--- config.mk ---
export PLATFORM = sky130hd
export DESIGN_NAME = csw_serial_top
export DESIGN_NICKNAME = d
export VERILOG_FILES = /design/src/core/csw_pkg.sv /design/src/core/csw_pin_sync.sv /design/src/core/csw_serial_top.sv
export VERILOG_INCLUDE_DIRS = /design/src /design/src/core
export SDC_FILE = /design/constraint.sdc
export NUM_CORES = 1
export LEC_CHECK = 0
export BUFFER_PORTS_ARGS = -buffer_cell sky130_fd_sc_hd__buf_4
export CORE_ASPECT_RATIO = 1.4
export CORE_MARGIN = 5
export CORE_UTILIZATION = 45
export CTS_CLUSTER_SIZE = 10
export DETAILED_ROUTE_END_ITERATION = 12
export GPL_TIMING_DRIVEN = 1
export PLACE_DENSITY = 0.72
export SLEW_MARGIN = 10
export SYNTH_ARGS = -nofsm -noshare
export SYNTH_HDL_FRONTEND = slang
export SYNTH_SLANG_ARGS = --single-unit
--- constraint.sdc ---
create_clock -name pclk -period 6.05 [get_ports pclk]
set_clock_uncertainty 0.15 [all_clocks]
set_input_delay 0 -clock pclk [delete_from_list [all_inputs] [get_ports pclk]]
set_output_delay 0 -clock pclk [all_outputs]
set_load 0.02 [all_outputs]
--- src/core/csw_defs.svh ---
// constants for the three-wire clocked serial channel
`ifndef CSW_DEFS_SVH
`define CSW_DEFS_SVH

// ==========================================================
// register indices, byte address is four times the index
`define CSW_ADDR_W      18
`define CSW_IDX_W       16
`define CSW_IDX_MODE    16'hff60
`define CSW_IDX_BCTL    16'hff61
`define CSW_IDX_SHIFT   16'hff62
`define CSW_IDX_STAT    16'hff63
`define CSW_IDX_PORT    16'hff64

// ==========================================================
// reset values
`define CSW_MODE_RST    8'h00
`define CSW_BCTL_RST    8'h00
`define CSW_SHIFT_RST   8'h00
`define CSW_PORT_RST    8'h00

// ==========================================================
// field positions
`define CSW_BCTL_REL    0
`define CSW_BCTL_CMD    1
`define CSW_STAT_DONE   0
`define CSW_STAT_BUSY   1
`define CSW_STAT_SCK    2
`define CSW_STAT_SI     3
`define CSW_PORT_SCK_LAT 0
`define CSW_PORT_SCK_OE 1
`define CSW_PORT_SO_LAT 2
`define CSW_PORT_SO_OE  3
`define CSW_PORT_SI_LAT 4
`define CSW_PORT_SI_OE  5

// ==========================================================
// frame
`define CSW_LAST_BIT    3'h7

`endif

--- src/core/csw_pkg.sv ---
// types and helpers for the three-wire clocked serial channel
`include "csw_defs.svh"
package csw_pkg;

   typedef enum logic {CSW_IDLE, CSW_SHIFT} csw_state_e;

   typedef struct packed {
      logic       en;
      logic       col;
      logic       wake;
      logic [1:0] mode_sel;
      logic       order_lsb;
      logic       cs_hi;
      logic       cs_lo;
   } csw_mode_s;

   typedef struct packed {
      logic o;
      logic oe;
   } csw_pad_s;

   function automatic logic [7:0] csw_rev8(input logic [7:0] v);
      logic [7:0] r;
      r = 8'h00;
      for (int i = 0; i < 8; i++) begin
         r[i] = v[7-i];
      end
      return r;
   endfunction

   function automatic logic [`CSW_ADDR_W-1:0] csw_byte_addr(input logic [`CSW_IDX_W-1:0] idx);
      return {idx, 2'b00};
   endfunction

endpackage

--- src/core/csw_pin_sync.sv ---
// three-stage pin synchroniser with agreement filter and edge pulses
`timescale 1ns/1ps
module csw_pin_sync (
   input  wire logic pclk,
   input  wire logic presetn,
   input  wire logic pin,
   output logic      level,
   output logic      rise,
   output logic      fall
);
   logic s1_q;
   logic s2_q;
   logic s3_q;
   logic lvl_q;
   logic rise_q;
   logic fall_q;

   // ========================================================
   // change counts once stages two and three agree
   wire agree = (s2_q == s3_q);

   always_ff @(posedge pclk or negedge presetn) begin
      if (!presetn) begin
         s1_q   <= 1'b1;
         s2_q   <= 1'b1;
         s3_q   <= 1'b1;
         lvl_q  <= 1'b1;
         rise_q <= 1'b0;
         fall_q <= 1'b0;
      end else begin
         s1_q   <= pin;
         s2_q   <= s1_q;
         s3_q   <= s2_q;
         lvl_q  <= agree ? s3_q : lvl_q;
         rise_q <= agree & s3_q & ~lvl_q;
         fall_q <= agree & ~s3_q & lvl_q;
      end
   end

   assign level = lvl_q;
   assign rise  = rise_q;
   assign fall  = fall_q;
endmodule

--- src/core/csw_serial_top.sv ---
// three-wire clocked serial channel with apb register access
//
// Implementation choice: the APB register port.
`timescale 1ns/1ps
`include "csw_defs.svh"
module csw_serial_top
   import csw_pkg::*;
(
   input  wire logic                   pclk,
   input  wire logic                   presetn,
   input  wire logic                   psel,
   input  wire logic                   penable,
   input  wire logic                   pwrite,
   input  wire logic [`CSW_ADDR_W-1:0] paddr,
   input  wire logic [31:0]            pwdata,
   output logic      [31:0]            prdata,
   output logic                        pready,
   output logic                        pslverr,
   input  wire logic                   timer_two_output,
   input  wire logic                   timer_clock_tick,
   input  wire logic                   sck_i,
   input  wire logic                   si_i,
   output csw_pad_s                    sck_pad,
   output csw_pad_s                    so_pad,
   output csw_pad_s                    si_pad,
   output logic                        transfer_done_flag
);

   // ========================================================
   // state
   csw_mode_s  mode_q;
   logic [5:0] bctl_hi_q;
   logic       rel_q;
   logic       cmd_q;
   logic [7:0] sr_q;
   logic [7:0] port_q;
   logic       so_latch_q;
   logic       flag_q;
   logic       sck_int_q;
   logic [2:0] bit_cnt_q;
   csw_state_e state_q;
   csw_state_e state_d;
   logic       pready_q;
   logic       pslverr_q;
   logic [31:0] prdata_q;
   csw_pad_s   sck_pad_q;
   csw_pad_s   so_pad_q;
   csw_pad_s   si_pad_q;

   // ========================================================
   // synchronised pins
   logic sck_lvl;
   logic sck_rise;
   logic sck_fall;
   logic si_lvl;

   csw_pin_sync u_sck_sync (
      .pclk    (pclk),
      .presetn (presetn),
      .pin     (sck_i),
      .level   (sck_lvl),
      .rise    (sck_rise),
      .fall    (sck_fall)
   );

   csw_pin_sync u_si_sync (
      .pclk    (pclk),
      .presetn (presetn),
      .pin     (si_i),
      .level   (si_lvl),
      .rise    (),
      .fall    ()
   );

   // ========================================================
   // bus decode
   wire       acc       = psel & penable;
   wire       hit_mode  = (paddr == csw_byte_addr(`CSW_IDX_MODE));
   wire       hit_bctl  = (paddr == csw_byte_addr(`CSW_IDX_BCTL));
   wire       hit_shift = (paddr == csw_byte_addr(`CSW_IDX_SHIFT));
   wire       hit_stat  = (paddr == csw_byte_addr(`CSW_IDX_STAT));
   wire       hit_port  = (paddr == csw_byte_addr(`CSW_IDX_PORT));
   wire       mapped    = hit_mode | hit_bctl | hit_shift | hit_stat | hit_port;
   wire       wr_fire   = acc & pwrite & pready_q & mapped;
   wire       wr_mode   = wr_fire & hit_mode;
   wire       wr_bctl   = wr_fire & hit_bctl;
   wire       wr_shift  = wr_fire & hit_shift;
   wire       wr_stat   = wr_fire & hit_stat;
   wire       wr_port   = wr_fire & hit_port;
   wire [7:0] wbyte     = pwdata[7:0];

   // ========================================================
   // serial clock selection and events
   wire en       = mode_q.en;
   wire busy     = (state_q == CSW_SHIFT);
   wire ext_clk  = ~mode_q.cs_hi;
   wire int_tick = mode_q.cs_lo ? timer_clock_tick : timer_two_output;
   wire int_ev   = busy & ~ext_clk & int_tick;
   wire fall_ev  = busy & (ext_clk ? sck_fall : (int_ev & sck_int_q));
   wire rise_ev  = busy & (ext_clk ? sck_rise : (int_ev & ~sck_int_q));
   wire last_ev  = rise_ev & (bit_cnt_q == `CSW_LAST_BIT);
   wire start_ok = en & ~busy & (~ext_clk | sck_lvl);
   wire start    = wr_shift & start_ok;
   wire [7:0] wr_order = mode_q.order_lsb ? csw_rev8(wbyte) : wbyte;
   wire [7:0] rd_order = mode_q.order_lsb ? csw_rev8(sr_q) : sr_q;

   // ========================================================
   // transfer state
   always_comb begin
      state_d = state_q;
      unique case (state_q)
         CSW_IDLE: begin
            if (start) begin
               state_d = CSW_SHIFT;
            end
         end
         CSW_SHIFT: begin
            if (!en || last_ev) begin
               state_d = CSW_IDLE;
            end
         end
      endcase
   end

   always_ff @(posedge pclk or negedge presetn) begin
      if (!presetn) begin
         state_q <= CSW_IDLE;
      end else begin
         state_q <= state_d;
      end
   end

   // ========================================================
   // internal clock and bit count
   always_ff @(posedge pclk or negedge presetn) begin
      if (!presetn) begin
         sck_int_q <= 1'b1;
         bit_cnt_q <= 3'h0;
      end else begin
         sck_int_q <= busy ? (sck_int_q ^ int_ev) : 1'b1;
         if (start) begin
            bit_cnt_q <= 3'h0;
         end else if (rise_ev) begin
            bit_cnt_q <= bit_cnt_q + 3'h1;
         end
      end
   end

   // ========================================================
   // shift register and output latch
   always_ff @(posedge pclk or negedge presetn) begin
      if (!presetn) begin
         sr_q <= `CSW_SHIFT_RST;
      end else if (wr_shift && !busy) begin
         sr_q <= wr_order;
      end else if (rise_ev) begin
         sr_q[0] <= si_lvl;
      end else if (fall_ev) begin
         sr_q <= {sr_q[6:0], 1'b0};
      end
   end

   always_ff @(posedge pclk or negedge presetn) begin
      if (!presetn) begin
         so_latch_q <= 1'b0;
      end else if (fall_ev) begin
         so_latch_q <= sr_q[7];
      end else if (rel_q) begin
         so_latch_q <= 1'b1;
      end else if (cmd_q) begin
         so_latch_q <= 1'b0;
      end
   end

   // ========================================================
   // control registers
   always_ff @(posedge pclk or negedge presetn) begin
      if (!presetn) begin
         mode_q    <= `CSW_MODE_RST;
         bctl_hi_q <= 6'h00;
         rel_q     <= 1'b0;
         cmd_q     <= 1'b0;
         port_q    <= `CSW_PORT_RST;
      end else begin
         if (wr_mode) begin
            mode_q <= {wbyte[7], mode_q.col, wbyte[5:0]};
         end
         if (wr_bctl) begin
            bctl_hi_q <= wbyte[7:2];
         end
         rel_q <= en & wr_bctl & wbyte[`CSW_BCTL_REL];
         cmd_q <= en & wr_bctl & wbyte[`CSW_BCTL_CMD];
         if (wr_port) begin
            port_q <= wbyte;
         end
      end
   end

   // ========================================================
   // done flag, set wins over write-one clear
   wire flag_clr = wr_stat & wbyte[`CSW_STAT_DONE];
   always_ff @(posedge pclk or negedge presetn) begin
      if (!presetn) begin
         flag_q <= 1'b0;
      end else begin
         flag_q <= last_ev | (flag_q & ~flag_clr);
      end
   end

   // ========================================================
   // pin drivers
   wire sck_o_w  = (busy & ~ext_clk) ? sck_int_q : port_q[`CSW_PORT_SCK_LAT];
   wire sck_oe_w = en ? ~ext_clk : port_q[`CSW_PORT_SCK_OE];
   wire so_o_w   = en ? so_latch_q : port_q[`CSW_PORT_SO_LAT];
   wire so_oe_w  = en | port_q[`CSW_PORT_SO_OE];

   always_ff @(posedge pclk or negedge presetn) begin
      if (!presetn) begin
         sck_pad_q <= '{o: 1'b0, oe: 1'b0};
         so_pad_q  <= '{o: 1'b0, oe: 1'b0};
         si_pad_q  <= '{o: 1'b0, oe: 1'b0};
      end else begin
         sck_pad_q <= '{o: sck_o_w, oe: sck_oe_w};
         so_pad_q  <= '{o: so_o_w, oe: so_oe_w};
         si_pad_q  <= '{o: port_q[`CSW_PORT_SI_LAT], oe: port_q[`CSW_PORT_SI_OE]};
      end
   end

   // ========================================================
   // apb answer, one wait state
   logic [7:0] rbyte;
   always_comb begin
      rbyte = 8'h00;
      if (hit_mode) begin
         rbyte = mode_q;
      end else if (hit_bctl) begin
         rbyte = {bctl_hi_q, cmd_q, rel_q};
      end else if (hit_shift) begin
         rbyte = rd_order;
      end else if (hit_stat) begin
         rbyte = {4'h0, si_lvl, sck_lvl, busy, flag_q};
      end else if (hit_port) begin
         rbyte = port_q;
      end
   end

   always_ff @(posedge pclk or negedge presetn) begin
      if (!presetn) begin
         pready_q  <= 1'b0;
         pslverr_q <= 1'b0;
         prdata_q  <= 32'h0000_0000;
      end else begin
         pready_q  <= acc & ~pready_q;
         pslverr_q <= acc & ~pready_q & ~mapped;
         prdata_q  <= (acc & ~pready_q & ~pwrite) ? {24'h00_0000, rbyte} : 32'h0000_0000;
      end
   end

   assign prdata             = prdata_q;
   assign pready             = pready_q;
   assign pslverr            = pslverr_q;
   assign sck_pad            = sck_pad_q;
   assign so_pad             = so_pad_q;
   assign si_pad             = si_pad_q;
   assign transfer_done_flag = flag_q;

   // ========================================================
   // checks
   chk_col_read_only: assert property (@(posedge pclk) disable iff (!presetn)
      wr_mode && wbyte[6] |=> !mode_q.col)
      else $error("collision indicator changed by a write");

   chk_disable_stops: assert property (@(posedge pclk) disable iff (!presetn)
      !en |=> !busy)
      else $error("transfer running while channel disabled");

   chk_release_sets: assert property (@(posedge pclk) disable iff (!presetn)
      en && wr_bctl && wbyte[0] && !busy ##1 !fall_ev |=> so_latch_q && !rel_q)
      else $error("release trigger did not set output latch");

   chk_command_clears: assert property (@(posedge pclk) disable iff (!presetn)
      en && wr_bctl && wbyte[1] && !wbyte[0] && !busy ##1 !fall_ev |=> !so_latch_q && !cmd_q)
      else $error("command trigger did not clear output latch");

   chk_trigger_forced: assert property (@(posedge pclk) disable iff (!presetn)
      !en |=> !rel_q && !cmd_q)
      else $error("trigger bit set while channel disabled");

   chk_shift_falling: assert property (@(posedge pclk) disable iff (!presetn)
      fall_ev |=> so_latch_q == $past(sr_q[7]) && sr_q[7:1] == $past(sr_q[6:0]))
      else $error("falling edge did not shift out");

   chk_sample_rising: assert property (@(posedge pclk) disable iff (!presetn)
      rise_ev && !wr_shift |=> sr_q[0] == $past(si_lvl))
      else $error("rising edge did not capture input");

   chk_done_eighth: assert property (@(posedge pclk) disable iff (!presetn)
      busy && rise_ev && bit_cnt_q == 3'h7 |=> !busy && transfer_done_flag)
      else $error("eighth bit did not end the frame");

   chk_no_early_end: assert property (@(posedge pclk) disable iff (!presetn)
      busy && en && !(rise_ev && bit_cnt_q == 3'h7) |=> busy)
      else $error("frame ended before eight bits");

   chk_start_gate: assert property (@(posedge pclk) disable iff (!presetn)
      wr_shift && !en && !busy |=> !busy)
      else $error("write started a transfer while disabled");

   chk_idle_clock: assert property (@(posedge pclk) disable iff (!presetn)
      en && !ext_clk && !busy ##1 en && !ext_clk && !busy |=> sck_pad.o == $past(port_q[0]))
      else $error("idle clock level not from port latch");

   chk_bit_order: assert property (@(posedge pclk) disable iff (!presetn)
      wr_shift && !busy && mode_q.order_lsb |=> sr_q == csw_rev8($past(wbyte)))
      else $error("lsb-first write not reversed");

endmodule

== After elaboration in Yosys (flattened, before gate mapping) ==
Cells that the tools add are included.

* Add/subtract/negate cells: 1
* Equality and inequality tests: 9
* Muxes and demuxes: 27
* Bitwise logic cells: 47
* Reductions and logical operators: 9

{| class="wikitable"
|+ Operators with widths
! operator !! count
|-
| 18-bit == test (second input constant) || 5
|-
| 8-bit two-way mux || 10
|-
| 1-bit AND || 31
|-
| 1-bit two-way mux || 13
|-
| 1-bit inverter || 8
|-
| 7-bit two-way mux || 1
|-
| 1-bit bitwise OR || 7
|-
| 3-bit two-way mux || 2
|-
| 3-bit nonzero test || 2
|-
| 2-bit nonzero test || 2
|-
| 3-bit by 1-bit adder with 3-bit output (second input constant) || 1
|-
| 3-bit == test (second input constant) || 1
|-
| 1-bit == test || 2
|-
| 1-bit logical NOT || 2
|-
| 2-bit by 1-bit inequality test with 1-bit output (second input constant) || 1
|-
| 1-bit one-hot mux with 2 select lines || 1
|-
| 2-bit AND reduction || 1
|-
| 1-bit logical AND || 1
|-
| 1-bit logical OR || 1
|-
| 1-bit XOR || 1
|}

* Bits in registers: 64
* Input bits: 59
* Word-level logic and storage cells: 129

== Logic depth before layout (Yosys ltp) ==
Gate-level depths: netlist (run 1).

* Depth after elaboration: 11
* Depth in mapped cells: 9
* Depth with buffers taken out: 8

== By module ==
A second synthesis (run 1) with hierarchy kept.

* Cell total of the unflattened synthesis: 306
* Area, all modules: 3449.6 µm²

{| class="wikitable"
|+ Modules (own cells, without submodules)
! module !! instances !! cells an instance !! area each (µm²)
|-
| csw_serial_top || 1 || 280 || 3019.1
|-
| csw_pin_sync || 2 || 13 || 215.2
|}

== Least setup slack after synthesis (run 1) ==
No wires, ideal clock.

* Kind: reg-to-reg
* From: register pready_q, in the netlist pready
* To: register sr_q[0]
* Setup time: 126 ps
* Arrival: 1838 ps
* Data required time: 5774 ps
* Slack: 3936 ps
* Stages on the path, launching flop included: 6
* Path buffers: 0
* Path through: dfrtp_1 -> nand4_1 -> or4_1 -> o21ai_1 -> nor2_1 -> a221o_1

* Word-level cells in the longest chain between the ends: 5
* Elaborated cells on any way between the ends: 6
* Classes of those cells: mux (1); bitwise (3); reduce/logical (2)

{| class="wikitable"
|+ Ends and longest elaborated chain
! what !! line !! text
|-
| start: declaration || csw_serial_top.sv:43 || <nowiki>logic pready_q;</nowiki>
|-
| start signal: assignment || csw_serial_top.sv:253 || <nowiki>pready_q <= acc & ~pready_q;</nowiki>
|-
| 1-bit AND (*) (2 in a row) || csw_serial_top.sv:84 || <nowiki>wire wr_fire = acc & pwrite & pready_q & mapped;</nowiki>
|-
| 1-bit AND (*) || csw_serial_top.sv:87 || <nowiki>wire wr_shift = wr_fire & hit_shift;</nowiki>
|-
| 1-bit logical AND (*) || csw_serial_top.sv:154 || <nowiki>end else if (wr_shift && !busy) begin</nowiki>
|-
| 3-bit nonzero test (no line) / 8-bit two-way mux (equally long branches) || -- ||
|-
| end signal: assignment || csw_serial_top.sv:153 || <nowiki>sr_q <= `CSW_SHIFT_RST;</nowiki>
|-
| end signal: assignment || csw_serial_top.sv:155 || <nowiki>sr_q <= wr_order;</nowiki>
|-
| end signal: assignment || csw_serial_top.sv:157 || <nowiki>sr_q[0] <= si_lvl;</nowiki>
|-
| end: declaration || csw_serial_top.sv:35 || <nowiki>logic [7:0] sr_q;</nowiki>
|}

Every way passes the cells marked *; elsewhere a longest branch is shown, timed or not.
A chain may end at the register's enable or synchronous reset.

== Worst setup path after layout (run 1) ==
* From: register mode_q[0] in the netlist's numbering
* To: register sr_q[5]

* Word-level cells in the longest chain between the ends: 7
* Elaborated cells on any way between the ends: 11
* Classes of those cells: eq/ne (1); mux (3); bitwise (5); reduce/logical (2)

{| class="wikitable"
|+ Ends and longest elaborated chain
! what !! line !! text
|-
| start: declaration || csw_serial_top.sv:31 || <nowiki>csw_mode_s mode_q;</nowiki>
|-
| start signal: assignment || csw_serial_top.sv:179 || <nowiki>mode_q <= `CSW_MODE_RST;</nowiki>
|-
| start signal: assignment || csw_serial_top.sv:186 || <nowiki>mode_q <= {wbyte[7], mode_q.col, wbyte[5:0]};</nowiki>
|-
| 1-bit two-way mux (*) || csw_serial_top.sv:97 || <nowiki>wire int_tick = mode_q.cs_lo ? timer_clock_tick : timer_two_output;</nowiki>
|-
| 1-bit AND (*) || csw_serial_top.sv:98 || <nowiki>wire int_ev = busy & ~ext_clk & int_tick;</nowiki>
|-
| 1-bit AND (on tied branches) || csw_serial_top.sv:100, csw_serial_top.sv:99 ||
|-
| 1-bit two-way mux (on tied branches) || csw_serial_top.sv:100, csw_serial_top.sv:99 ||
|-
| 1-bit AND (on tied branches) || csw_serial_top.sv:100, csw_serial_top.sv:99 ||
|-
| 2-bit by 1-bit inequality test with 1-bit output (no line) / 2-bit nonzero test (equally long branches) || -- ||
|-
| 2-bit AND reduction (no line) (*) || -- ||
|-
| end signal: assignment || csw_serial_top.sv:153 ||
|-
| end signal: assignment || csw_serial_top.sv:155 ||
|-
| end signal: assignment || csw_serial_top.sv:159 || <nowiki>sr_q <= {sr_q[6:0], 1'b0};</nowiki>
|}

Marked as above.

==> results.tsv, run 1 <==
metric	value	unit
status	finished, final reports clean	
synth_top_area_share	42.5	%
dieArea	9020	um2
synth_commonest_cells	55 x dfrtp_1, 24 x buf_4, 23 x nor2_1, 22 x mux2i_1, 19 x nand2_1	
drt-wirelength-per-cell	16.8	um
routed_wl	7740	um
ys_seq_area_share	49.8	%
overflow	0	
synthesis.area	3240	um2
r2r-end	sr_q[5]	
yosysTopAreaCell	dfrtp_1	
clock.fmax	335	MHz
hold_violations	0	
end_kind	register	
place_congestion	0.881	
period_share	49.4	%
ys_types	50	
yosysMostFrequentCell	dfrtp_1	
min_to	prdata[3]	
min_path_cells	5	
reg2reg_from	mode_q[0]	
path_clk_slew	0.07	ns
cts-buffers-inserted	9	
start_util	46.4	%
finalCriticalPeriod	2.99	ns
fill_cells	612	
ir_worst_vdd	155	uV
preCtsSetupSlack	3.58	ns
synth_ff_type	dfrtp_1	
setup_viol	0	
synth-edff-count	0	
die_h	110	um
critPathKind	register to register	
worst_ep_arrival_time	3.04	ns
layout_setup_ws	3.06	ns
cts_sinks	64	
drtPass1Iterations	4	
cts_tree	yes	
tns	0	ns
clockBufferDepth	2	
netlist_top_cells_area	dfrtp_1 42%, dfstp_2 7.3%, mux2i_1 6.8%	
grt_pass1_wl	12900	um
crit_fanout	13	
io_pins	100	
async_flop_share	100	%
rrSetupSlack	3.06	ns
hpwl	5350	um
drv_cap	0	
finish.net_count	425	
placed_area	3610	um2
row_count	36	
yosys_register_bits	64	
area_delta_synth_final	24.4	%
via_per_inst	5.33	
grt_max_degree	65	
synth-warning-count	0	
core_area	6980	um2
vias	2453	
hp-class	input pin to register	
antenna_found_initial	0	
tightest_slew	0.962	ns
worstHoldStart	paddr[9]	
drive_gt1_share	28.8	%
design_area	4030	um2
cts_root_buf	clkbuf_8	
synth_area_per_cell	11.3	um2
drtIter0Drc	170	
rsz0062_at_grt	no	
startpoint_type	register	
power_leakage	1.91	nW
grt_usage	18.8	%
worstRegToRegCells	9	
postRouteAntennaNets	0	
synth_cells	288	
htree_num_levels	3	
required	6.10	ns
drc	0	
slew_viol_final	0	
powerDensity	231	nW/um2
clk_latency	0.36	ns
grt_pass1_vias	2551	
numPortBuffers	51	
n_antenna_cell	0	
maxSlewHeadroom	35.3	%
die_x	81.7	um
-- cell families (layout without fill, tap and decap cells) --
kind of cell	Yosys count	count (layout)	share of synthesized area (%)
multiplexers	47	47	16.4
AND/OR/NAND/NOR	78	78	12.9
AO/OA/AOI/OAI	51	51	10.4
XOR/XNOR	1	1	0.270
buffers and inverters	39	93	7.53
other	1	24	0.116
flip-flops	64	64	49.8
adder cells (fa/ha/maj)	7	7	2.63
-- cell usage in the layout (no fill, tap or decap), types with 2 or more instances in the layout --
cell type | netlist | layout
nor2b_1 | 2 | 2
nand4b_1 | 2 | 2
conb_1 | 1 | 24
o22ai_1 | 10 | 10
mux2i_1 | 22 | 22
buf_4 | 24 | 51
nor3_1 | 5 | 5
and3_1 | 2 | 2
mux2_2 | 17 | 17
nor2_1 | 23 | 23
ha_1 | 6 | 6
nand2_1 | 19 | 19
inv_1 | 6 | 6
or3_1 | 2 | 2
nand3b_1 | 2 | 2
nor4_1 | 2 | 2
clkbuf_1 | 7 | 2
nand4_1 | 2 | 2
o21ai_0 | 9 | 9
a221oi_1 | 3 | 3
mux2_4 | 8 | 8
a21oi_1 | 8 | 8
nand3_1 | 4 | 4
clkbuf_8 | 0 | 10
a211oi_1 | 8 | 8
and4bb_2 | 2 | 2
nand2b_1 | 2 | 2
bufinv_16 | 0 | 2
dfrtp_1 | 55 | 55
a22oi_1 | 4 | 4
and4b_1 | 2 | 2
dfstp_2 | 9 | 9
clkinv_4 | 0 | 2
dlygate4sd3_1 | 0 | 20
-- worst max path at each step --
stage	start	cells past startpoint	endpoint
final	mode_q[0]	9	sr_q[5]
after detailed placement	busy	8	sr_q[5]
after global routing	mode_q[0]	9	sr_q[4]
after floorplan	pready	5	sr_q[0]
after global placement	paddr[1]	5	port_q[6]
after CTS	mode_q[0]	9	sr_q[3]
-- state kept, by name, indices dropped and copies added (netlist names), 2 cells and up --
register,flops
prdata,8
sr_q,8
sck_pad,2
mode_q,6
si_pad,2
bit_cnt_q,3
bctl_hi_q,6
port_q,8
so_pad,2
-- through the flow --
step                utilization (%)  std cells  hold slack (ns)  total power [mW]
finish                         57.7        460           0.0819             0.931
global placement               51.7        424          -0.0419             0.513
global route                   57.7        460            0.103             0.969
detailed placement             51.7        424          -0.0407             0.515
floorplan                         -        311           -0.446             0.489
CTS                            57.7        460           0.0486             0.941
-- worst max-delay path: stages, from the launching register on --
cell,delay [ns]
dfrtp_1,0.39
mux2i_1,0.19
dlygate4sd3_1,0.56
nor2_1,0.07
ha_1,0.18
mux2_2,0.26
nand2_1,0.36
nand3_1,0.36
o22ai_1,0.22
a211oi_1,0.08
-- report_power, final --
| group | leakage (nW) | switching, mW | internal [mW] | total [mW] |
|---|---|---|---|---|
| clock | 0.111 | 0.169 | 0.245 | 0.413 |
| sequential | 0.850 | 0.00410 | 0.436 | 0.440 |
| combinational | 0.951 | 0.0456 | 0.0323 | 0.0778 |
-- area by class of cell --
class | instances | area, um2 | area share, %
clock buffers | 12 | 145 | 3.60
clock inverters | 4 | 77.6 | 1.92
inverters | 6 | 22.5 | 0.559
multi-input cells | 208 | 1470 | 36.5
flip-flops and latches | 64 | 1610 | 40.0
well taps | 95 | 119 | 2.95
repair buffers | 71 | 583 | 14.5
-- routing by layer --
| metal | global-route usage [%] | vias to the layer above | wire length [um] |
|---|---|---|---|
| li1 | - | 1144 | - |
| met5 | 0 | - | 0 |
| met3 | 6.03 | 28 | 527 |
| met2 | 30.2 | 93 | 3870 |
| met4 | 10.4 | 0 | 335 |
| met1 | 21.5 | 1188 | 3010 |
-- repair_timing --
action                    in CTS  in global routing
resized for setup              0                  0
buffers inserted               0                  0
hold endpoints to repair     100                  0
hold buffers                  20                  0
Power figures use the tool's default switching activity.
==> inputs of run 2 (changes only) <==
ABC_AREA = 1   (was default)
PLACE_DENSITY = 0.71   (was 0.72)
clock period = 2.8 ns   (was 6.05 ns; I/O delays follow)
==> results.tsv, run 2 <==
metric	value	unit	change
die_x	84.2	um	was 81.7 um
drc	0		unchanged
hpwl	5840	um	was 5350 um
worstRegToRegCells	7		was 9
startpoint	paddr[2]		was mode_q[0]
antenna_found_initial	0		unchanged
power_leakage	2.28	nW	was 1.91 nW
fin_util	55.6	%	was 57.7%
via_per_inst	4.74		was 5.33
final_cell_mix	121 x nand2_1, 61 x inv_1, 55 x dfrtp_1		was 55 x dfrtp_1, 51 x buf_4, 24 x conb_1
synth_ff_type	dfrtp_1		unchanged
synth_top_area_share	39.6	%	was 42.5%
status	finished, final reports clean		unchanged
drt-wirelength-per-cell	13.2	um	was 16.8 um
io_pins	100		unchanged
setup_viol	0		unchanged
dieArea	9600	um2	was 9020 um2
ff_latch_area	1610	um2	unchanged
hold_violations	0		unchanged
finalCriticalPeriod	2.27	ns	
r2r-end	sr_q[7]		was sr_q[5]
row_count	38		was 36
die_h	114	um	was 110 um
path_clk_slew	0.06	ns	was 0.07 ns
powerDensity	462	nW/um2	was 231 nW/um2
cts-resized-gates	0		unchanged
multiInputGateArea	1480	um2	was 1470 um2
ys_seq_area_share	46.5	%	was 49.8%
synth-edff-count	0		unchanged
slew_viol_final	0		unchanged
crit_fanout	2		was 13
required	2.91	ns	was 6.10 ns
clk_latency	0.34	ns	was 0.36 ns
grt_max_degree	65		unchanged
use_met1	20.2	%	was 21.5%
grt_pass1_wl	13700	um	was 12900 um
grt_usage	18.1	%	was 18.8%
reg2reg_from	mode_q[1]		was mode_q[0]
met3_usage	4.48	%	was 6.03%
yosysMostFrequentCell	nand2_1		was dfrtp_1
worst_ep_arrival_time	2.38	ns	was 3.04 ns
critPathCapture	prdata[5]		was sr_q[5]
grt_busiest_layer	met2		unchanged
area_delta_synth_final	22.6	%	was 24.4%
cts-buffers-inserted	9		unchanged
ys_types	35		was 50
numPortBuffers	51		unchanged
fill_cells	693		was 612
async_flop_share	100	%	unchanged
preCtsSetupSlack	0.749	ns	was 3.58 ns
vias	2867		was 2453
routed_wl	8010	um	was 7740 um
end_kind	register		unchanged
tns	0	ns	unchanged
drtIter0Drc	146		was 170
yosys_register_bits	64		unchanged
rrSetupSlack	0.75	ns	was 3.06 ns
overflow	0		unchanged
grt_pass1_vias	2961		was 2551
netlist_top_cells_area	dfrtp_1 40%, nand2_1 13%, dfstp_2 6.8%		was dfrtp_1 42%, dfstp_2 7.3%, mux2i_1 6.8%
critPathKind	input pin to register		was register to register
startpoint_type	input pin		was register
hp-class	input pin to register		unchanged
clockBufferDepth	2		unchanged
core_area	7650	um2	was 6980 um2
cts_root_buf	clkbuf_8		unchanged
grt_use_met2	32.4	%	was 30.2%
maxSlewHeadroom	47.7	%	was 35.3%
clock.fmax	440	MHz	
htree_num_levels	3		unchanged
postRouteAntennaNets	0		unchanged
drive_gt1_share	21.6	%	was 28.8%
cts_sinks	64		unchanged
layout_setup_ws	0.529	ns	was 3.06 ns
layout_commonest_cell	nand2_1		was dfrtp_1
synthesis.area	3470	um2	was 3240 um2
n_antenna_cell	0		unchanged
synth_area_per_cell	8.17	um2	was 11.3 um2
start_util	45.4	%	was 46.4%
finish.net_count	565		was 425
drtPass1Iterations	4		unchanged
place_congestion	0.845		was 0.881
cts_tree	yes		unchanged
period_share	81.1	%	
drv_cap	0		unchanged
synth-warning-count	0		unchanged
synth_cells	425		was 288
synth_commonest_cells	121 x nand2_1, 61 x inv_1, 55 x dfrtp_1, 24 x buf_4, 24 x o21ai_0		was 55 x dfrtp_1, 24 x buf_4, 23 x nor2_1, 22 x mux2i_1, 19 x nand2_1
tightest_slew	0.785	ns	was 0.962 ns
yosysTopAreaCell	dfrtp_1		unchanged
rsz0062_at_grt	no		unchanged
ir_worst_vdd	250	uV	was 155 uV
[run 2: cell types whose count changed after synthesis, moves of 9 or more]
| cell | change |
|---|---|
| nand2_1 | +102 |
| o22ai_1 | -10 |
| o21ai_0 | +15 |
| o211ai_1 | +9 |
| mux2_2 | -17 |
| nor2_1 | -10 |
| inv_1 | +55 |
| nand4_1 | +11 |
| o21ai_1 | +14 |
| nor2_2 | +9 |
| mux2i_1 | -17 |
[run 2: cell type report]
| type | instances | share of cell area (%) |
|---|---|---|
| clock inverters | 3 | 1.53 |
| clock buffers | 13 | 3.50 |
| repair buffers | 71 | 13.6 |
| flip-flops and latches | 64 | 37.9 |
| multi-input cells | 289 | 34.8 |
| inverters | 65 | 5.73 |
| well taps | 100 | 2.94 |
[run 2: cells by family after synthesis]
| group | after synthesis | share of synthesized area (%) |
|---|---|---|
| DFF | 64 | 46.5 |
| and+or+nand+nor | 189 | 25.8 |
| muxes | 5 | 1.44 |
| adders and majority gates | 7 | 2.45 |
| AOI/OAI and AO/OA | 64 | 10.4 |
| buffers and inverters | 95 | 13.3 |
| other | 1 | 0.108 |
[run 2: worst min path at each step]
stage          depth (start not counted)               to  slack [ns]        startpoint
2_1_floorplan                          0     bctl_hi_q[0]       -0.45           presetn
3_3_place_gp                           1  u_sck_sync.s1_q       -0.04             sck_i
3_5_place_dp                           1   u_si_sync.s1_q       -0.04              si_i
4_1_cts                                5        sck_int_q       0.007  timer_clock_tick
5_1_grt                                5        sck_int_q        0.06  timer_clock_tick
6_report                               5        sck_int_q        0.02  timer_clock_tick
[run 2: per-stage QoR]
| stage | area (um2) | std cells | power (mW) | hold slack [ns] |
|---|---|---|---|---|
| 5_1_grt | 4260 | 605 | 2.05 | 0.0591 |
| 2_1_floorplan | 3560 | 448 | 1.05 | -0.446 |
| 6_report | 4260 | 605 | 1.97 | 0.0160 |
| 3_5_place_dp | 3860 | 571 | 1.10 | -0.0405 |
| 3_3_place_gp | 3860 | 571 | 1.10 | -0.0419 |
| 4_1_cts | 4260 | 605 | 1.99 | 0.00668 |
[run 2: where the power goes]
| group | internal, mW | switching, mW | total [mW] |
|---|---|---|---|
| clock | 0.525 | 0.339 | 0.864 |
| combinational | 0.0598 | 0.0927 | 0.153 |
| sequential | 0.942 | 0.00820 | 0.951 |
[run 2: critical path, cell delays in order]
cell           delay (ns)
dlygate4sd3_1        0.53
buf_4                0.14
nor3_1               0.19
dlygate4sd3_1        0.57
nand4_1              0.07
dlygate4sd3_1        0.57
inv_1                0.09
nand2_1              0.05
a31oi_1              0.16
[run 2: layer usage]
layer | share of wire [%] | up-vias | routed length [um]
li1 | - | 1459 | -
met1 | 41 | 1312 | 3290
met2 | 52 | 87 | 4170
met3 | 5.4 | 9 | 436
met4 | 1.4 | 0 | 110
met5 | 0 | - | 0
[run 2: timing repair]
| item | in CTS | in global routing |
|---|---|---|
| hold buffers | 18 | 0 |
| endpoints found under the setup margin | 0 | 0 |
| endpoints found under the hold margin | 98 | 0 |
| setup buffers | 0 | 0 |
==> inputs of run 3 (changes only) <==
clock period = 2.25 ns   (was 2.8 ns; I/O delays follow)
==> results.tsv, run 3 (synthesized netlist as in run 2, its figures left out) <==
metric	value	unit	change
core_area	7650	um2	unchanged
finish.net_count	569		was 565
setup_viol	0		unchanged
clockBufferDepth	2		unchanged
numPortBuffers	51		unchanged
dp.cells	576		was 571
r2r-end	sr_q[1]		was sr_q[7]
hpwl	5970	um	was 5840 um
io_pins	100		unchanged
status	finished, final reports clean		unchanged
fin_cells	609		was 605
place_congestion	0.838		was 0.845
drt-wirelength-per-cell	13.2	um	about the same
htree_num_levels	3		unchanged
worst_ep_arrival_time	2.18	ns	was 2.38 ns
path_clk_slew	0.07	ns	was 0.06 ns
crit_path_frequent_cell	nand2_1		was dlygate4sd3_1
grt_pass1_vias	2883		was 2961
crit_chain	dlygate4sd3_1 > buf_4 > inv_1 > nand2_1 > nor2_2 > nand2_2 > inv_2 > nor2_2 > nand2_8 > nand3_4 > a21oi_2 > nand2_1 > nand2_1		was dlygate4sd3_1 > buf_4 > nor3_1 > dlygate4sd3_1 > nand4_1 > dlygate4sd3_1 > inv_1 > nand2_1 > a31oi_1
tightest_slew	0.792	ns	was 0.785 ns
required	2.40	ns	was 2.91 ns
grt_usage	17.9	%	was 18.1%
placed_area	3900	um2	was 3860 um2
maxSlewHeadroom	47.2	%	was 47.7%
via_per_inst	4.82		was 4.74
overflow	0		unchanged
finalCriticalPeriod	2.04	ns	
drv_cap	0		unchanged
routed_wl	8050	um	was 8010 um
multiInputGateArea	1480	um2	unchanged
crit_fanout	11		was 2
power_leakage	2.30	nW	was 2.28 nW
worstHoldStart	timer_two_output		was timer_clock_tick
startpoint_type	input pin		unchanged
postCtsSetupBuffers	0		unchanged
start_util	45.4	%	unchanged
rrSetupSlack	0.31	ns	was 0.75 ns
cp_slowest_stage_delay	0.54	ns	was 0.57 ns
critPathKind	input pin to register		unchanged
postRouteAntennaNets	0		unchanged
clk_latency	0.36	ns	was 0.34 ns
die_x	84.2	um	unchanged
antenna_found_initial	0		unchanged
drtPass1Iterations	4		unchanged
end_kind	register		unchanged
cts_sinks	64		unchanged
min_path_cells	5		unchanged
powerDensity	577	nW/um2	was 462 nW/um2
drc	0		unchanged
final_cell_mix	121 x nand2_1, 61 x inv_1, 58 x buf_4		was 121 x nand2_1, 61 x inv_1, 55 x dfrtp_1
cts_tree	yes		unchanged
ff_latch_area	1610	um2	unchanged
reg2reg_from	busy		was mode_q[1]
crit_path_top_delay_cell	dlygate4sd3_1		unchanged
drive_gt1_share	22.8	%	was 21.6%
ir_worst_vdd	318	uV	was 250 uV
period_share	90.4	%	
rsz0062_at_grt	no		unchanged
design_area	4290	um2	was 4260 um2
hp-class	input pin to register		unchanged
slew_viol_final	0		unchanged
area_delta_synth_final	23.6	%	was 22.6%
grt_pass1_wl	13500	um	was 13700 um
die_h	114	um	unchanged
hold_violations	0		unchanged
row_count	38		unchanged
min_to	sck_int_q		unchanged
cts_root_buf	clkbuf_8		unchanged
clock.fmax	491	MHz	
hold-worst-slack	0.0479	ns	was 0.0160 ns
dieArea	9600	um2	unchanged
layout_commonest_cell	nand2_1		unchanged
drtIter0Drc	264		was 146
cts-buffers-inserted	9		unchanged
tns	0	ns	unchanged
total_power	2.48	mW	was 1.97 mW
fill_cells	674		was 693
grt_max_degree	65		unchanged
worstRegToRegCells	10		was 7
n_antenna_cell	0		unchanged
vias	2937		was 2867
[run 3: changes by cell type in the layout (fill, tap and decap cells not counted), sizes merged]
cell         delta
buf             +5
clkbuf          -2
clkinvlp        +2
dlygate4sd3     -1
[run 3: how the worst max path moves through the flow]
stage	endpoint	slack, ns	start
6_report	sr_q[2]	0.21	paddr[2]
2_1_floorplan	sr_q[1]	0.28	mode_q[1]
5_1_grt	sr_q[4]	0.06	paddr[2]
3_5_place_dp	sr_q[4]	0.29	busy
3_3_place_gp	sr_q[3]	0.37	mode_q[1]
4_1_cts	sr_q[2]	0.22	paddr[2]
[run 3: per-layer routing]
| layer | GRT usage (%) | wire [um] | vias up |
|---|---|---|---|
| li1 | - | - | 1459 |
| met1 | 19.4 | 3110 | 1351 |
| met2 | 31.7 | 4170 | 111 |
| met3 | 4.05 | 529 | 16 |
| met4 | 10.2 | 242 | 0 |
| met5 | 0 | 0 | - |
[run 3: critical path, delay by kind of cell]
| family | cells | cell delay [ns] |
|---|---|---|
| buffers and inverters | 4 | 0.94 |
| and+or+nand+nor | 8 | 0.87 |
| AOI/OAI and AO/OA | 1 | 0.37 |
[run 3: layout make-up]
cell class / instances / area share, %
Sequential cell: 64 / 37.6
Clock buffer: 11 / 3.29
Timing Repair Buffer: 75 / 14.1
Clock inverter: 5 / 1.87
Multi-Input combinational cell: 289 / 34.5
Tap cell: 100 / 2.92
Inverter: 65 / 5.69
[run 3: where the power goes]
group	internal, mW	leakage [nW]	switching, mW	total, mW
combinational	0.0747	1.34	0.115	0.189
clock	0.652	0.106	0.453	1.10
sequential	1.17	0.850	0.0105	1.18
total	1.90	2.30	0.578	2.48
[run 3: through the flow]
step	setup WS [ns]	utilization [%]
final	0.215	56.1
after global routing	0.0622	56.1
after CTS	0.224	56.1
after detailed placement	0.288	50.9
after global placement	0.367	50.9
after floorplan	0.276	-
[run 3: repair_timing]
item / in CTS / in global routing
hold endpoints to repair: 99 / 0
hold buffers: 17 / 0
resized for setup: 0 / 0
